**config.mk**
```make
export PLATFORM = sky130hd
export DESIGN_NAME = bfg_guard
export DESIGN_NICKNAME = d
export VERILOG_FILES = /design/src/include/bfg_pkg.sv /design/src/verilog/bfg_guard.sv
export SDC_FILE = /design/constraint.sdc
export NUM_CORES = 1
export LEC_CHECK = 0
export ABC_AREA = 1
export BUFFER_PORTS_ARGS = -buffer_cell sky130_fd_sc_hd__buf_2
export CAP_MARGIN = 0
export CORE_MARGIN = 10
export CORE_UTILIZATION = 26
export CTS_BUF_LIST = sky130_fd_sc_hd__clkbuf_8
export DETAILED_ROUTE_END_ITERATION = 12
export PLACE_DENSITY = 0.62
export SYNTH_ARGS = -nofsm -noshare
export SYNTH_HDL_FRONTEND = slang
export SYNTH_SLANG_ARGS = --single-unit
```
**constraint.sdc**
```tcl
create_clock -name clk -period 1.7 [get_ports clk]
set_input_delay 0.085 -clock clk [delete_from_list [all_inputs] [get_ports clk]]
set_output_delay 0.085 -clock clk [all_outputs]
set_load 0.02 [all_outputs]
```
**src/include/bfg_pkg.sv**
```systemverilog
// Package for the boot section flash access guard
package bfg_pkg;
    localparam int ADDR_W          = 13;
    localparam int SYNC_STAGES     = 3;
    localparam logic [1:0] LOCK_RESET = 2'h3;
    localparam logic [1:0] BOOT_SIZE_RESET = 2'h0;
    // Boot region start per boot-size setting, word addresses
    localparam logic [12:0] BOOT_START_0 = 13'h1c00;
    localparam logic [12:0] BOOT_START_1 = 13'h1e00;
    localparam logic [12:0] BOOT_START_2 = 13'h1f00;
    localparam logic [12:0] BOOT_START_3 = 13'h1f80;
    // First word of the stalling region
    localparam logic [12:0] STALL_START  = 13'h1c00;

    typedef enum logic [1:0] {
        OP_NONE,
        OP_STORE,
        OP_LOAD,
        OP_PROG
    } bfg_op_t;

    typedef struct packed {
        bfg_op_t            op;
        logic [ADDR_W-1:0]  exec_addr;
        logic [ADDR_W-1:0]  target_addr;
    } bfg_req_t;

    typedef struct packed {
        logic app_lock_high;
        logic app_lock_low;
        logic boot_lock_high;
        logic boot_lock_low;
    } bfg_locks_t;
endpackage : bfg_pkg

```
**src/verilog/bfg_guard.sv**
```systemverilog
// Access guard for program-memory self-programming
//
// Contract
// - Stores executed from application region are rejected
// - Boot-region stores may program any page
// - Boot boundary follows boot-size fuses
// - Concurrent-region programming keeps CPU running
// - Stalling-region programming stalls the CPU
// - Boot region always inside stalling region
// - Busy flag set while region blocked
// - Two independent two-bit lock settings held
// - Locks only cleared by chip erase or reset
// - General lock modes do not gate accesses
// - Application locks 11: no restriction
// - Application locks 10: stores rejected
// - Application locks 00: stores, cross loads rejected
// - Application locks 01: cross loads rejected
// - Boot locks 11: no restriction
// - Boot locks 10: stores rejected
// - Boot locks 00: stores, cross loads rejected
// - Boot locks 01: cross loads rejected
`timescale 1ns/1ps
module bfg_guard #(
    parameter int ADDR_W = bfg_pkg::ADDR_W
) (
    input  wire logic                clk,
    input  wire logic                resetn,
    input  wire logic                ce,
    input  wire bfg_pkg::bfg_req_t   req,
    input  wire logic                prog_done,
    input  wire logic                region_read_reenable,
    input  wire logic [1:0]          boot_size_fuses,
    input  wire bfg_pkg::bfg_locks_t lock_write,
    input  wire logic                lock_write_en,
    input  wire logic                chip_erase,
    input  wire logic                vectors_in_boot,
    input  wire logic [1:0]          general_lock_mode,
    output logic                     store_grant,
    output logic                     load_grant,
    output logic                     access_reject,
    output logic                     prog_start,
    output logic                     cpu_stall,
    output logic                     region_busy_flag,
    output logic                     irq_mask,
    output bfg_pkg::bfg_locks_t      locks
);
    // Address decoding is built for the package width only
    if (ADDR_W != bfg_pkg::ADDR_W) begin : g_addr_check
        $error("bfg_guard: ADDR_W must match package");
    end

    function automatic logic in_boot(input logic [ADDR_W-1:0] a, input logic [1:0] sz);
        logic [ADDR_W-1:0] start;
        start = bfg_pkg::BOOT_START_0;
        case (sz)
            2'h0:    start = bfg_pkg::BOOT_START_0;
            2'h1:    start = bfg_pkg::BOOT_START_1;
            2'h2:    start = bfg_pkg::BOOT_START_2;
            default: start = bfg_pkg::BOOT_START_3;
        endcase
        return a >= start;
    endfunction : in_boot

    // Boot-size fuses are caught once after reset release
    logic [1:0] boot_size;
    logic       size_caught;
    logic       prog_active;
    logic       prog_stalls;
    logic       lock_busy;

    // Boot start never below stall start, so boot stays inside stalling region
    wire exec_boot   = in_boot(req.exec_addr, boot_size);
    wire target_boot = in_boot(req.target_addr, boot_size);
    wire target_stall = req.target_addr >= bfg_pkg::STALL_START;
    wire exec_stall  = req.exec_addr >= bfg_pkg::STALL_START;

    // Locks are 1 unprogrammed; general_lock_mode deliberately unused here
    wire app_store_lock  = ~locks.app_lock_low;
    wire app_read_lock   = ~locks.app_lock_high;
    wire boot_store_lock = ~locks.boot_lock_low;
    wire boot_read_lock  = ~locks.boot_lock_high;

    wire is_store = (req.op == bfg_pkg::OP_STORE) || (req.op == bfg_pkg::OP_PROG);
    wire is_load  = req.op == bfg_pkg::OP_LOAD;

    // Stores only from boot region, to any page not store-locked
    wire store_ok = exec_boot &&
                    !(target_boot ? boot_store_lock : app_store_lock);
    // Cross-region loads are refused by the read lock of the target region
    wire load_ok  = target_boot ? !(boot_read_lock && !exec_boot)
                                : !(app_read_lock && exec_boot);
    // Loads from the concurrent region are blocked while it is busy
    wire busy_block = region_busy_flag && !target_stall;
    wire next_store_grant = is_store && store_ok && !lock_busy;
    wire next_load_grant  = is_load && load_ok && !busy_block;
    wire next_reject = (is_store && !store_ok) || (is_load && !load_ok);
    wire next_prog_start = next_store_grant && (req.op == bfg_pkg::OP_PROG) && !prog_active;
    wire next_irq_mask = exec_boot ? (!vectors_in_boot && boot_read_lock)
                                   : (vectors_in_boot && app_read_lock);

    assign lock_busy = prog_active;

    always_ff @(posedge clk or negedge resetn) begin
        if (!resetn) begin
            boot_size   <= bfg_pkg::BOOT_SIZE_RESET;
            size_caught <= 1'b0;
        end else if (ce && !size_caught) begin
            boot_size   <= boot_size_fuses;
            size_caught <= 1'b1;
        end
    end

    // Lock bits: only programmed (to 0) by writes, restored only by chip erase or reset
    always_ff @(posedge clk or negedge resetn) begin
        if (!resetn) begin
            locks <= bfg_pkg::bfg_locks_t'(4'hf);
        end else if (ce) begin
            if (chip_erase) begin
                locks <= bfg_pkg::bfg_locks_t'(4'hf);
            end else if (lock_write_en) begin
                locks <= locks & lock_write;
            end
        end
    end

    always_ff @(posedge clk or negedge resetn) begin
        if (!resetn) begin
            prog_active <= 1'b0;
            prog_stalls <= 1'b0;
            cpu_stall   <= 1'b0;
        end else if (ce) begin
            if (next_prog_start) begin
                prog_active <= 1'b1;
                prog_stalls <= target_stall;
                cpu_stall   <= target_stall;
            end else if (prog_done) begin
                prog_active <= 1'b0;
                cpu_stall   <= 1'b0;
            end
        end
    end

    // Busy set on concurrent-region programming; set wins over re-enable clear
    always_ff @(posedge clk or negedge resetn) begin
        if (!resetn) begin
            region_busy_flag <= 1'b0;
        end else if (ce) begin
            if (next_prog_start && !target_stall) begin
                region_busy_flag <= 1'b1;
            end else if (region_read_reenable && !prog_active) begin
                region_busy_flag <= 1'b0;
            end
        end
    end

    // Rejected accesses never produce grant or programming start
    always_ff @(posedge clk or negedge resetn) begin
        if (!resetn) begin
            store_grant   <= 1'b0;
            load_grant    <= 1'b0;
            access_reject <= 1'b0;
            prog_start    <= 1'b0;
            irq_mask      <= 1'b0;
        end else if (ce) begin
            store_grant   <= next_store_grant;
            load_grant    <= next_load_grant;
            access_reject <= next_reject;
            prog_start    <= next_prog_start;
            irq_mask      <= next_irq_mask;
        end
    end

    // Assertions
    a_app_store_blocked: assert property (@(posedge clk) disable iff (!resetn)
        ce && is_store && !exec_boot |=> !store_grant && !prog_start)
        else $error("store from application region granted");
    a_boot_store_lock: assert property (@(posedge clk) disable iff (!resetn)
        ce && is_store && target_boot && boot_store_lock |=> !store_grant)
        else $error("store to locked boot region granted");
    a_app_store_lock: assert property (@(posedge clk) disable iff (!resetn)
        ce && is_store && !target_boot && app_store_lock |=> access_reject)
        else $error("store to locked application region not rejected");
    a_app_cross_load: assert property (@(posedge clk) disable iff (!resetn)
        ce && is_load && exec_boot && !target_boot && app_read_lock |=> !load_grant)
        else $error("locked application read granted");
    a_boot_cross_load: assert property (@(posedge clk) disable iff (!resetn)
        ce && is_load && !exec_boot && target_boot && boot_read_lock |=> access_reject)
        else $error("locked boot read not rejected");
    a_open_load: assert property (@(posedge clk) disable iff (!resetn)
        ce && is_load && locks == bfg_pkg::bfg_locks_t'(4'hf) && !busy_block |=> load_grant)
        else $error("unlocked load refused");
    a_stall_hold: assert property (@(posedge clk) disable iff (!resetn)
        ce && next_prog_start && target_stall |=> cpu_stall until_with (prog_done && ce))
        else $error("stall dropped before programming done");
    a_busy_set: assert property (@(posedge clk) disable iff (!resetn)
        ce && next_prog_start && !target_stall |=> region_busy_flag && !cpu_stall)
        else $error("busy flag not set for concurrent programming");
    a_lock_sticky: assert property (@(posedge clk) disable iff (!resetn)
        ce && !chip_erase |=> (locks & ~$past(locks)) == 4'h0)
        else $error("lock bit returned unprogrammed without chip erase");
    a_boot_in_stall: assert property (@(posedge clk) disable iff (!resetn)
        exec_boot |-> exec_stall)
        else $error("boot region outside stalling region");

    // Store decisions
    a_store_ok_grant: assert property (@(posedge clk) disable iff (!resetn)
        ce && is_store && store_ok && !lock_busy |=> store_grant)
        else $error("permitted store not granted");
    a_boot_store_open: assert property (@(posedge clk) disable iff (!resetn)
        ce && is_store && exec_boot && target_boot && locks.boot_lock_low && !lock_busy |=> store_grant)
        else $error("store to open boot region refused");
    a_app_store_open: assert property (@(posedge clk) disable iff (!resetn)
        ce && is_store && exec_boot && !target_boot && locks.app_lock_low && !lock_busy |=> store_grant)
        else $error("store to open application region refused");
    a_app_full_lock: assert property (@(posedge clk) disable iff (!resetn)
        ce && is_store && !target_boot && !locks.app_lock_high && !locks.app_lock_low |=> !store_grant)
        else $error("store to fully locked application region granted");
    a_app_prog_none: assert property (@(posedge clk) disable iff (!resetn)
        ce && req.op == bfg_pkg::OP_PROG && !exec_boot |=> !prog_start && access_reject)
        else $error("programming started from application region");
    a_boot_prog_any: assert property (@(posedge clk) disable iff (!resetn)
        ce && req.op == bfg_pkg::OP_PROG && store_ok && !prog_active |=> prog_start)
        else $error("permitted programming not started");
    a_store_busy: assert property (@(posedge clk) disable iff (!resetn)
        ce && is_store && lock_busy |=> !store_grant)
        else $error("store granted while programming active");
    a_prog_once: assert property (@(posedge clk) disable iff (!resetn)
        ce && prog_active |=> !prog_start)
        else $error("programming restarted while active");

    // Load decisions
    a_boot_full_lock: assert property (@(posedge clk) disable iff (!resetn)
        ce && is_load && !exec_boot && target_boot && !locks.boot_lock_high |=> !load_grant)
        else $error("locked boot read granted");
    a_app_full_read: assert property (@(posedge clk) disable iff (!resetn)
        ce && is_load && exec_boot && !target_boot && app_read_lock |=> access_reject)
        else $error("locked application read not rejected");
    a_load_ok_grant: assert property (@(posedge clk) disable iff (!resetn)
        ce && is_load && exec_boot && !target_boot && !app_read_lock && !busy_block |=> load_grant)
        else $error("open application read refused");
    a_boot_read_open: assert property (@(posedge clk) disable iff (!resetn)
        ce && is_load && !exec_boot && target_boot && !boot_read_lock && !busy_block |=> load_grant)
        else $error("open boot read refused");
    a_general_mode: assert property (@(posedge clk) disable iff (!resetn)
        ce && is_load && load_ok && !busy_block |=> load_grant)
        else $error("permitted load refused");
    a_reject_exclusive: assert property (@(posedge clk) disable iff (!resetn)
        access_reject |-> !store_grant && !load_grant && !prog_start)
        else $error("rejected access also granted");

    // Busy region and stall
    a_busy_load_block: assert property (@(posedge clk) disable iff (!resetn)
        ce && is_load && region_busy_flag && !target_stall |=> !load_grant)
        else $error("busy region read granted");
    a_busy_stall_load: assert property (@(posedge clk) disable iff (!resetn)
        ce && is_load && region_busy_flag && target_stall && load_ok |=> load_grant)
        else $error("stalling region read refused while busy");
    a_no_stall_conc: assert property (@(posedge clk) disable iff (!resetn)
        ce && next_prog_start && !target_stall |=> !cpu_stall)
        else $error("CPU stalled for concurrent region programming");
    a_stall_release: assert property (@(posedge clk) disable iff (!resetn)
        ce && cpu_stall && prog_done && !next_prog_start |=> !cpu_stall)
        else $error("stall held after programming done");
    a_busy_hold: assert property (@(posedge clk) disable iff (!resetn)
        region_busy_flag && (!ce || prog_active || !region_read_reenable) |=> region_busy_flag)
        else $error("busy flag dropped without re-enable");
    a_busy_clear: assert property (@(posedge clk) disable iff (!resetn)
        ce && region_busy_flag && region_read_reenable && !prog_active &&
        !(next_prog_start && !target_stall) |=> !region_busy_flag)
        else $error("busy flag not cleared by re-enable");

    // Lock settings, boot size and interrupt masking
    a_lock_write_and: assert property (@(posedge clk) disable iff (!resetn)
        ce && lock_write_en && !chip_erase |=> locks == ($past(locks) & $past(lock_write)))
        else $error("lock write not applied");
    a_chip_erase: assert property (@(posedge clk) disable iff (!resetn)
        ce && chip_erase |=> locks == bfg_pkg::bfg_locks_t'(4'hf))
        else $error("chip erase did not restore locks");
    a_freeze_state: assert property (@(posedge clk) disable iff (!resetn)
        !ce |=> $stable(locks) && $stable(store_grant) && $stable(prog_start))
        else $error("state changed while clock enable low");
    a_boot_size_fixed: assert property (@(posedge clk) disable iff (!resetn)
        size_caught |=> $stable(boot_size))
        else $error("boot size changed after capture");
    a_irq_boot_mask: assert property (@(posedge clk) disable iff (!resetn)
        ce && exec_boot && !vectors_in_boot && boot_read_lock |=> irq_mask)
        else $error("interrupts not masked in locked boot region");
    a_irq_app_mask: assert property (@(posedge clk) disable iff (!resetn)
        ce && !exec_boot && vectors_in_boot && app_read_lock |=> irq_mask)
        else $error("interrupts not masked in locked application region");
    a_irq_open: assert property (@(posedge clk) disable iff (!resetn)
        ce && locks == bfg_pkg::bfg_locks_t'(4'hf) |=> !irq_mask)
        else $error("interrupts masked with all locks open");

    c_irq_mask: cover property (@(posedge clk) disable iff (!resetn) irq_mask);
    c_busy_clear: cover property (@(posedge clk) disable iff (!resetn)
        region_busy_flag ##1 !region_busy_flag);
    c_concurrent_prog: cover property (@(posedge clk) disable iff (!resetn)
        next_prog_start && !target_stall ##[1:20] region_busy_flag && !prog_active);
    c_stall_prog: cover property (@(posedge clk) disable iff (!resetn) cpu_stall ##1 !cpu_stall);
    c_reject: cover property (@(posedge clk) disable iff (!resetn) access_reject);
endmodule : bfg_guard
```
# Word-level counts from Yosys, hierarchy flattened
# Index checks and enable logic that the tools add are counted.
[word_totals]
regBits = 15
input_bits = 44
out_inout_bits = 11
[op_classes]
order_cmp = 3
n_eq_ne = 5
n_mux = 11
bitwise_logic = 5
n_reduce_logical = 37
[op_table]
columns = ["op", "count"]
rows = [
  ["case mux 10 bit (3 select lines)", 1],
  ["greater-or-equal comparator 13 bit", 2],
  ["logical AND 1 bit", 17],
  ["greater-or-equal comparator 13 bit, second input constant", 1],
  ["logical NOT 1 bit", 11],
  ["2-to-1 mux 1 bit", 8],
  ["2-to-1 mux 4 bit", 2],
  ["equality test 2 bit, second input constant", 3],
  ["AND reduction 2 bit", 3],
  ["nonzero test 2 bit", 3],
  ["AND 4 bit", 1],
  ["equality test 2 x 1 -> 1 bit, second input constant", 2],
  ["NOT 1 bit", 4],
  ["logical NOT 2 bit", 1],
  ["logical OR 1 bit", 2],
]

# Depth between registers and ports, before layout
# Gate-level depths: netlist of the first run.
[logic_depth]
ltp_word = 13
mapped_depth = 14
depth_no_buf = 14

# Worst setup path after synthesis of the first run
# Ideal clock, no wire load.
[synth_timing]
kind = "register to register"
from = "register boot_size[1]"
to = "register cpu_stall"
arrival_ps = 1500
path_slack_ps = 88
stages_incl_launch_ff = 13
path_buffers = 0
synth_period_minus_slack_ps = 1612
path_cell_list = "dfrtp_1 > nor2_1 > ha_1 > nand2_1 > nor2_1 > a21oi_2 > nand2_2 > nand2_1 > nand3_2 > nor2_2 > nand3_1 > nand2_1 > inv_1"
[synth_between]
elab_chain_cells = 12
elab_cells_between_ends = 16
cone_classes = "order compare: 2; eq/ne: 2; mux: 3; reduce/logical: 9"
[synth_lines]
columns = ["element", "line", "source"]
rows = [
  ["from (decl)", "bfg_guard.sv:65", "logic [1:0] boot_size;"],
  ["from (signal assigned)", "bfg_guard.sv:105", "boot_size <= bfg_pkg::BOOT_SIZE_RESET;"],
  ["from (signal assigned)", "bfg_guard.sv:108", "boot_size <= boot_size_fuses;"],
  ["equality test 2 bit (tied with other cells)", "bfg_guard.sv:55", "case (sz)"],
  ["case mux 10 bit (3 select lines) (*)", "bfg_guard.sv:55", ""],
  ["greater-or-equal comparator 13 bit", "bfg_guard.sv:61", "return a >= start;"],
  ["2-to-1 mux 1 bit", "bfg_guard.sv:88", "!(target_boot ? boot_store_lock : app_store_lock);"],
  ["logical NOT 1 bit", "bfg_guard.sv:88", ""],
  ["logical AND 1 bit (*)", "bfg_guard.sv:87", "wire store_ok = exec_boot &&"],
  ["logical AND 1 bit (*) (2 in series)", "bfg_guard.sv:94", "wire next_store_grant = is_store && store_ok && !lock_busy;"],
  ["logical AND 1 bit (*) (2 in series)", "bfg_guard.sv:97", "wire next_prog_start = next_store_grant && (req.op == bfg_pkg::OP_PROG) && !prog_active;"],
  ["nonzero test 2 bit (no source line)", "n/a", ""],
  ["AND reduction 2 bit (no source line)", "n/a", ""],
  ["to (signal assigned)", "bfg_guard.sv:135", "cpu_stall <= target_stall;"],
  ["to (decl)", "bfg_guard.sv:42", "output logic cpu_stall,"],
]
# Mark *: on every way between the ends. The rest lies on a longest branch, timed or not.
# A chain may end at the register's enable or synchronous reset.

# Worst setup path after layout of the first run
[layout_timing]
from = "register boot_size[1]"
to = "register prog_start"
[layout_between]
elab_chain_cells = 10
elab_cells_between_ends = 13
cone_classes = "order compare: 2; eq/ne: 2; mux: 2; reduce/logical: 7"
[layout_lines]
columns = ["element", "line", "source"]
rows = [
  ["equality test 2 bit (tied with other cells)", "bfg_guard.sv:55", ""],
  ["case mux 10 bit (3 select lines) (*)", "bfg_guard.sv:55", ""],
  ["greater-or-equal comparator 13 bit", "bfg_guard.sv:61", ""],
  ["2-to-1 mux 1 bit", "bfg_guard.sv:88", ""],
  ["logical NOT 1 bit", "bfg_guard.sv:88", ""],
  ["logical AND 1 bit (*)", "bfg_guard.sv:87", ""],
  ["logical AND 1 bit (*) (2 in series)", "bfg_guard.sv:94", ""],
  ["logical AND 1 bit (*) (2 in series)", "bfg_guard.sv:97", ""],
  ["to (signal assigned)", "bfg_guard.sv:168", "prog_start <= next_prog_start;"],
  ["to (decl)", "bfg_guard.sv:41", "output logic prog_start,"],
]
# Marked as above.

==> impl_metrics.tcl, run 1 <==
set metrics [dict create \
    tightestPinTransition_ns 0.319 \
    async_flop_share 1.00 \
    rows 22 \
    yosys_most_used_dff "dfrtp_1" \
    setup_violations 4 \
    ir_drop_v 0.000469 \
    core_area_um2 3720 \
    die_w_um 82.2 \
    netlist_area_um2 1010 \
    worst-path-max-fanout 3 \
    synth.most_common_cell "nand2_1" \
    antenna_cells 0 \
    drtIter0Drc 16 \
    cp.arrival_ns 1.93 \
    cts-htree-levels 1 \
    leakage_nw 0.851 \
    cts_tree "built" \
    wl_per_cell_um 11.1 \
    drc 0 \
    synth-seq-cells 15 \
    clock_latency_ns 0.24 \
    antenna_found_initial 0 \
    io-pin-count 55 \
    regArea_um2 380 \
    synthTopCellsByArea "dfrtp_1 27%, nand2_1 17%, dfstp_2 10%" \
    r2r_end "prog_start$_DFFE_PN0P_" \
    synth.avg_cell_area_um2 7.04 \
    grt_overflow 0 \
    worst_clock_skew_ns 0.00129 \
    dr.pass1.iters 4 \
    vias_per_cell 4.34 \
    setup_slack_ns -0.0400 \
    fillerInstances 405 \
    synth.yosys.seq_area_share 0.378 \
    die-area_um2 6760 \
    yosysTopAreaCellShare 0.273 \
    min_to "locks[2]$_DFFE_PN1P_" \
    place.port_buffers 52 \
    whs_ns 0.0750 \
    drv_slew 0 \
    dp_slack_ns -0.0625 \
    grt_pass1_vias 1144 \
    cp-end-kind "flip-flop" \
    yosys.area.top_type "dfrtp_1" \
    initial_core_util 0.271 \
    vias 1093 \
    fin_nets 255 \
    fin_cells 252 \
    routed_wirelength_um 2800 \
    cts_made_buffers 3 \
    gr-usage-all-layers 0.0836 \
    rsz0062_at_grt "true" \
    min_path_cells 3 \
    worstPathRequired_ns 1.89 \
    drv_cap 0 \
    r2r_slack_ns -0.04 \
    dieHeight_um 82.2 \
    status "complete, but fails checks" \
    multiInputGateArea_um2 626 \
    violations "setup timing" \
    slew_headroom 0.785 \
    synth_nets 193 \
    gp_congestion 0.708 \
    root_buffer "clkbuf_8" \
    p_per_area_nw_per_um2 581 \
    power_uw 877 \
    clk_pin_slew_ns 0.06 \
    tns_ns -0.113 \
    clockBufferDepth 2 \
    grt_first_pass_wirelength_um 4620 \
    rr_startpoint "boot_size[1]$_DFFE_PN0P_" \
    synthTopCellsByCount "46 x nand2_1, 23 x inv_1, 15 x nor2_1" \
    finalCriticalPeriod_ns 1.74 \
    hold_path_class "primary input to flip-flop" \
    placed_cells 243 \
    clock_sinks 15 \
    yosysWarnings 0 \
    hpwl_um 2380 \
    synth_edf_count 0 \
    drive_gt1_frac 0.471 \
    antenna_left 0 \
    fin_crit_sh 1.02 \
    hold_start "lock_write[2]" \
    crit_type "flip-flop to flip-flop" \
    area_growth_pct 49.8 \
    syn_inst 143 \
    reg2regPathDepth 11 \
    start_kind "flip-flop" \
    hold_viol 0 \
    fmax_mhz 575 \
    synth_cell_types 22 \
    grt_max_degree 16 \
]
worst max-delay path, cell delays in order, from the launching register on:
cell	delay, ns
dfrtp_1	0.40
nor2_2	0.14
ha_1	0.25
nand2_2	0.10
nor2_2	0.05
a21oi_2	0.17
buf_4	0.15
nand3_2	0.06
nand2_2	0.08
nand4_4	0.09
buf_4	0.15
nand2_2	0.04
per-stage QoR:
stage / utilization / cell area, um2
floorplan: - / 1010
global placement: 0.358 / 1330
detailed placement: 0.358 / 1330
CTS: 0.391 / 1450
global route: 0.406 / 1510
finish: 0.406 / 1510
logic make-up (layout without fill, tap and decap cells):
group                    after synthesis  count (layout)  share of synthesized area
AO/OA/AOI/OAI                         16              16                     0.0894
adder cells (fa/ha/maj)                6               6                     0.0745
buffers and inverters                 24              85                     0.0907
flip-flops                            15              15                      0.378
multiplexers                           1               1                     0.0112
AND/OR/NAND/NOR                       81              81                      0.357
state kept, by name, indices dropped and copies added (netlist names):
| name | cells |
|---|---|
| store_grant | 1 |
| load_grant | 1 |
| lock_busy | 1 |
| cpu_stall | 1 |
| prog_start | 1 |
| boot_size | 2 |
| locks | 4 |
| size_caught | 1 |
| irq_mask | 1 |
| region_busy_flag | 1 |
| access_reject | 1 |
worst max-delay path by stage:
stage | cells after the start | endpoint | from | slack, ns
global route | 12 | cpu_stall$_DFFE_PN0P_ | boot_size[1]$_DFFE_PN0P_ | -0.20
global placement | 13 | cpu_stall$_DFFE_PN0P_ | boot_size[0]$_DFFE_PN0P_ | -0.05
CTS | 13 | cpu_stall$_DFFE_PN0P_ | boot_size[1]$_DFFE_PN0P_ | -0.04
detailed placement | 13 | cpu_stall$_DFFE_PN0P_ | boot_size[0]$_DFFE_PN0P_ | -0.06
floorplan | 12 | cpu_stall$_DFFE_PN0P_ | boot_size[1]$_DFFE_PN0P_ | 0.09
finish | 11 | prog_start$_DFFE_PN0P_ | boot_size[1]$_DFFE_PN0P_ | -0.04
power by group:
group	switching (mW)	leakage (nW)	total, mW	internal, mW
clock network	0.116	0.0269	0.275	0.160
registers	0.0153	0.181	0.402	0.386
logic	0.114	0.642	0.200	0.0853
total	0.245	0.851	0.877	0.631
layer usage:
metal  vias to the layer above  wire length (um)  part of all wire  global-route usage
met5                         -                 0                 0                   0
met4                         0                21            0.0075              0.0204
met3                         2               225             0.080              0.0281
met2                        30              1420              0.51               0.151
met1                       490              1140              0.41              0.0917
li1                        571                 -                 -                   -
placed cells by master (no fill, tap or decap), types with 2 or more instances in the layout:
cell type,n
nand3_2,4
buf_2,52
buf_4,4
nand2_2,8
inv_1,20
dfrtp_1,11
and2_4,2
a21oi_2,2
a21oi_1,2
nor2_1,12
nor2_2,4
o21ai_0,7
ha_1,5
o21ai_1,3
nand3_1,4
nand2_1,40
clkbuf_8,3
inv_2,4
dfstp_2,4
repair_timing:
action | in CTS | in global routing
setup endpoints to repair | 3 | 8
buffers inserted | 3 | 1
hold buffers | 1 | 0
hold endpoints to repair | 11 | 0
resized for setup | 12 | 18
pin swaps | 8 | 15
area by class of cell:
type / instances / share of cell area
Clock inverter: 1 / 0.00249
Timing Repair Buffer: 58 / 0.206
Sequential cell: 15 / 0.252
Tap cell: 48 / 0.0398
Multi-Input combinational cell: 104 / 0.415
Inverter: 23 / 0.0572
Clock buffer: 3 / 0.0274
(Power assumes the default switching activity.)
==> run 2: changes to the inputs <==
--- a/config.mk
+++ b/config.mk
@@ -9,10 +9,10 @@
 export BUFFER_PORTS_ARGS = -buffer_cell sky130_fd_sc_hd__buf_2
 export CAP_MARGIN = 0
 export CORE_MARGIN = 10
-export CORE_UTILIZATION = 26
+export CORE_UTILIZATION = 41
 export CTS_BUF_LIST = sky130_fd_sc_hd__clkbuf_8
 export DETAILED_ROUTE_END_ITERATION = 12
-export PLACE_DENSITY = 0.62
+export PLACE_DENSITY = 0.86
 export SYNTH_ARGS = -nofsm -noshare
 export SYNTH_HDL_FRONTEND = slang
 export SYNTH_SLANG_ARGS = --single-unit
==> impl_metrics.tcl, run 2 (synthesis gave the netlist of run 1 again) <==
set metrics [dict create \
    grt_max_degree 16 \
    tightestPinTransition_ns 0.385 \
    rows 17 \
    r2r_end "cpu_stall$_DFFE_PN0P_" \
    grt_pass1_vias 1039 \
    final_util 0.612 \
    cts_made_buffers 3 \
    antenna_left 0 \
    clock_latency_ns 0.25 \
    fin_nets 252 \
    worstPathRequired_ns 1.84 \
    grt_first_pass_wirelength_um 4240 \
    cp-end-kind "flip-flop" \
    drv_cap 0 \
    leakage_nw 0.834 \
    min_to "locks[3]$_DFFE_PN1P_" \
    tns_ns -0.0553 \
    swShare 0.277 \
    hpwl_um 2240 \
    hold_viol 0 \
    status "complete, but fails checks" \
    layout_commonest_cell "buf_2" \
    gr-usage-all-layers 0.102 \
    initial_core_util 0.443 \
    rsz0062_at_grt "true" \
    grt_overflow 0 \
    setup_violations 1 \
    core_area_um2 2280 \
    fin_crit_sh 1.03 \
    dieHeight_um 69.6 \
    pwr-share-comb 0.215 \
    drive_gt1_frac 0.398 \
    area_growth_pct 38.4 \
    placed_cells 223 \
    p_int_uw 626 \
    cts-htree-levels 1 \
    crit_type "flip-flop to flip-flop" \
    start_kind "flip-flop" \
    place.port_buffers 52 \
    slew_headroom 0.741 \
    fillerInstances 207 \
    setup_slack_ns -0.0553 \
    reg2regPathDepth 14 \
    cts_tree "built" \
    fmax_mhz 570 \
    drtIter0Drc 27 \
    clockBufferDepth 2 \
    antenna_cells 0 \
    clk_pin_slew_ns 0.06 \
    p_sw_uw 240 \
    routed_wirelength_um 2760 \
    dr.pass1.iters 4 \
    whs_ns 0.0690 \
    die-area_um2 4840 \
    clock_sinks 15 \
    dp_slack_ns -0.0234 \
    gp_congestion 0.781 \
    min_path_cells 3 \
    cp.arrival_ns 1.90 \
    most-common-layout-cells "52 x buf_2, 45 x nand2_1, 21 x inv_1" \
    wl_per_cell_um 12.1 \
    largest_register_ffs 4 \
    die_w_um 69.6 \
    vias 1068 \
    io-pin-count 55 \
    fin_cells 229 \
    drv_slew 0 \
    violations "setup timing" \
    worst-path-max-fanout 4 \
    finalCriticalPeriod_ns 1.76 \
    seqPwrFrac 0.464 \
    hold_path_class "primary input to flip-flop" \
    r2r_slack_ns -0.06 \
    pwr-share-clk 0.321 \
    drc 0 \
    regMostFlops "locks" \
    worst_clock_skew_ns 0.00323 \
    p_per_area_nw_per_um2 621 \
    rr_startpoint "boot_size[1]$_DFFE_PN0P_" \
    hold_start "lock_write[3]" \
    antenna_found_initial 0 \
    root_buffer "clkbuf_8" \
    vias_per_cell 4.66 \
    ir_drop_v 0.000805 \
    largestRegisters "locks x4, boot_size x2" \
]
==> run 2: worst max-delay path, cell delays in order, from the launching register on <==
cell and delay [ns]:
dfrtp_1 0.42, nor2_2 0.15, ha_1 0.24, nand2_1 0.08
inv_1 0.04, nand2_1 0.07, nor2_2 0.04, nand2_2 0.08
nand2_2 0.08, nand2_2 0.07, nand3_2 0.10, nor2_2 0.11
nand3_2 0.07, nand2_1 0.07, inv_1 0.04
==> run 2: how the worst max path moves through the flow <==
stage / cells past startpoint / to / startpoint
after global routing: 14 / cpu_stall$_DFFE_PN0P_ / boot_size[1]$_DFFE_PN0P_
after floorplan: 12 / cpu_stall$_DFFE_PN0P_ / boot_size[1]$_DFFE_PN0P_
after CTS: 14 / cpu_stall$_DFFE_PN0P_ / boot_size[1]$_DFFE_PN0P_
after detailed placement: 13 / cpu_stall$_DFFE_PN0P_ / boot_size[1]$_DFFE_PN0P_
final: 14 / cpu_stall$_DFFE_PN0P_ / boot_size[1]$_DFFE_PN0P_
after global placement: 14 / cpu_stall$_DFFE_PN0P_ / boot_size[1]$_DFFE_PN0P_
==> run 2: power groups by stage <==
stage          Combinational [mW]  Sequential, mW  Clock, mW
6_report                    0.186           0.401      0.278
5_1_grt                     0.210           0.404      0.303
4_1_cts                     0.184           0.402      0.282
3_5_place_dp                0.181           0.406          0
3_3_place_gp                0.178           0.406          0
2_1_floorplan              0.0681           0.430          0
==> run 2: what timing repair did <==
action	CTS	global route
resized for setup	1	7
hold endpoints to repair	11	0
setup buffers	0	1
pin swaps	1	8
endpoints found under the setup margin	2	8
hold buffers	1	0
==> run 2: stage by stage <==
step | area (um2) | total power, mW
floorplan | 1010 | 0.498
global placement | 1310 | 0.584
detailed placement | 1310 | 0.588
CTS | 1360 | 0.867
global route | 1390 | 0.918
finish | 1390 | 0.866
==> run 2: area by class of cell <==
class	count	area, um2	share of cell area
multi-input combinational	104	562	0.403
sequential	15	380	0.273
timing repair buffer	55	285	0.205
inverter	23	86.3	0.0619
clock buffer	3	41.3	0.0296
tap	28	35.0	0.0251
clock inverter	1	3.75	0.00269
==> run 2: routing by layer <==
| layer | track usage | up-vias | share of wire |
|---|---|---|---|
| met5 | 0 | - | 0 |
| met3 | 0.0371 | 6 | 0.044 |
| li1 | - | 563 | - |
| met1 | 0.100 | 470 | 0.40 |
| met2 | 0.195 | 29 | 0.55 |
| met4 | 0.0266 | 0 | 0.0091 |
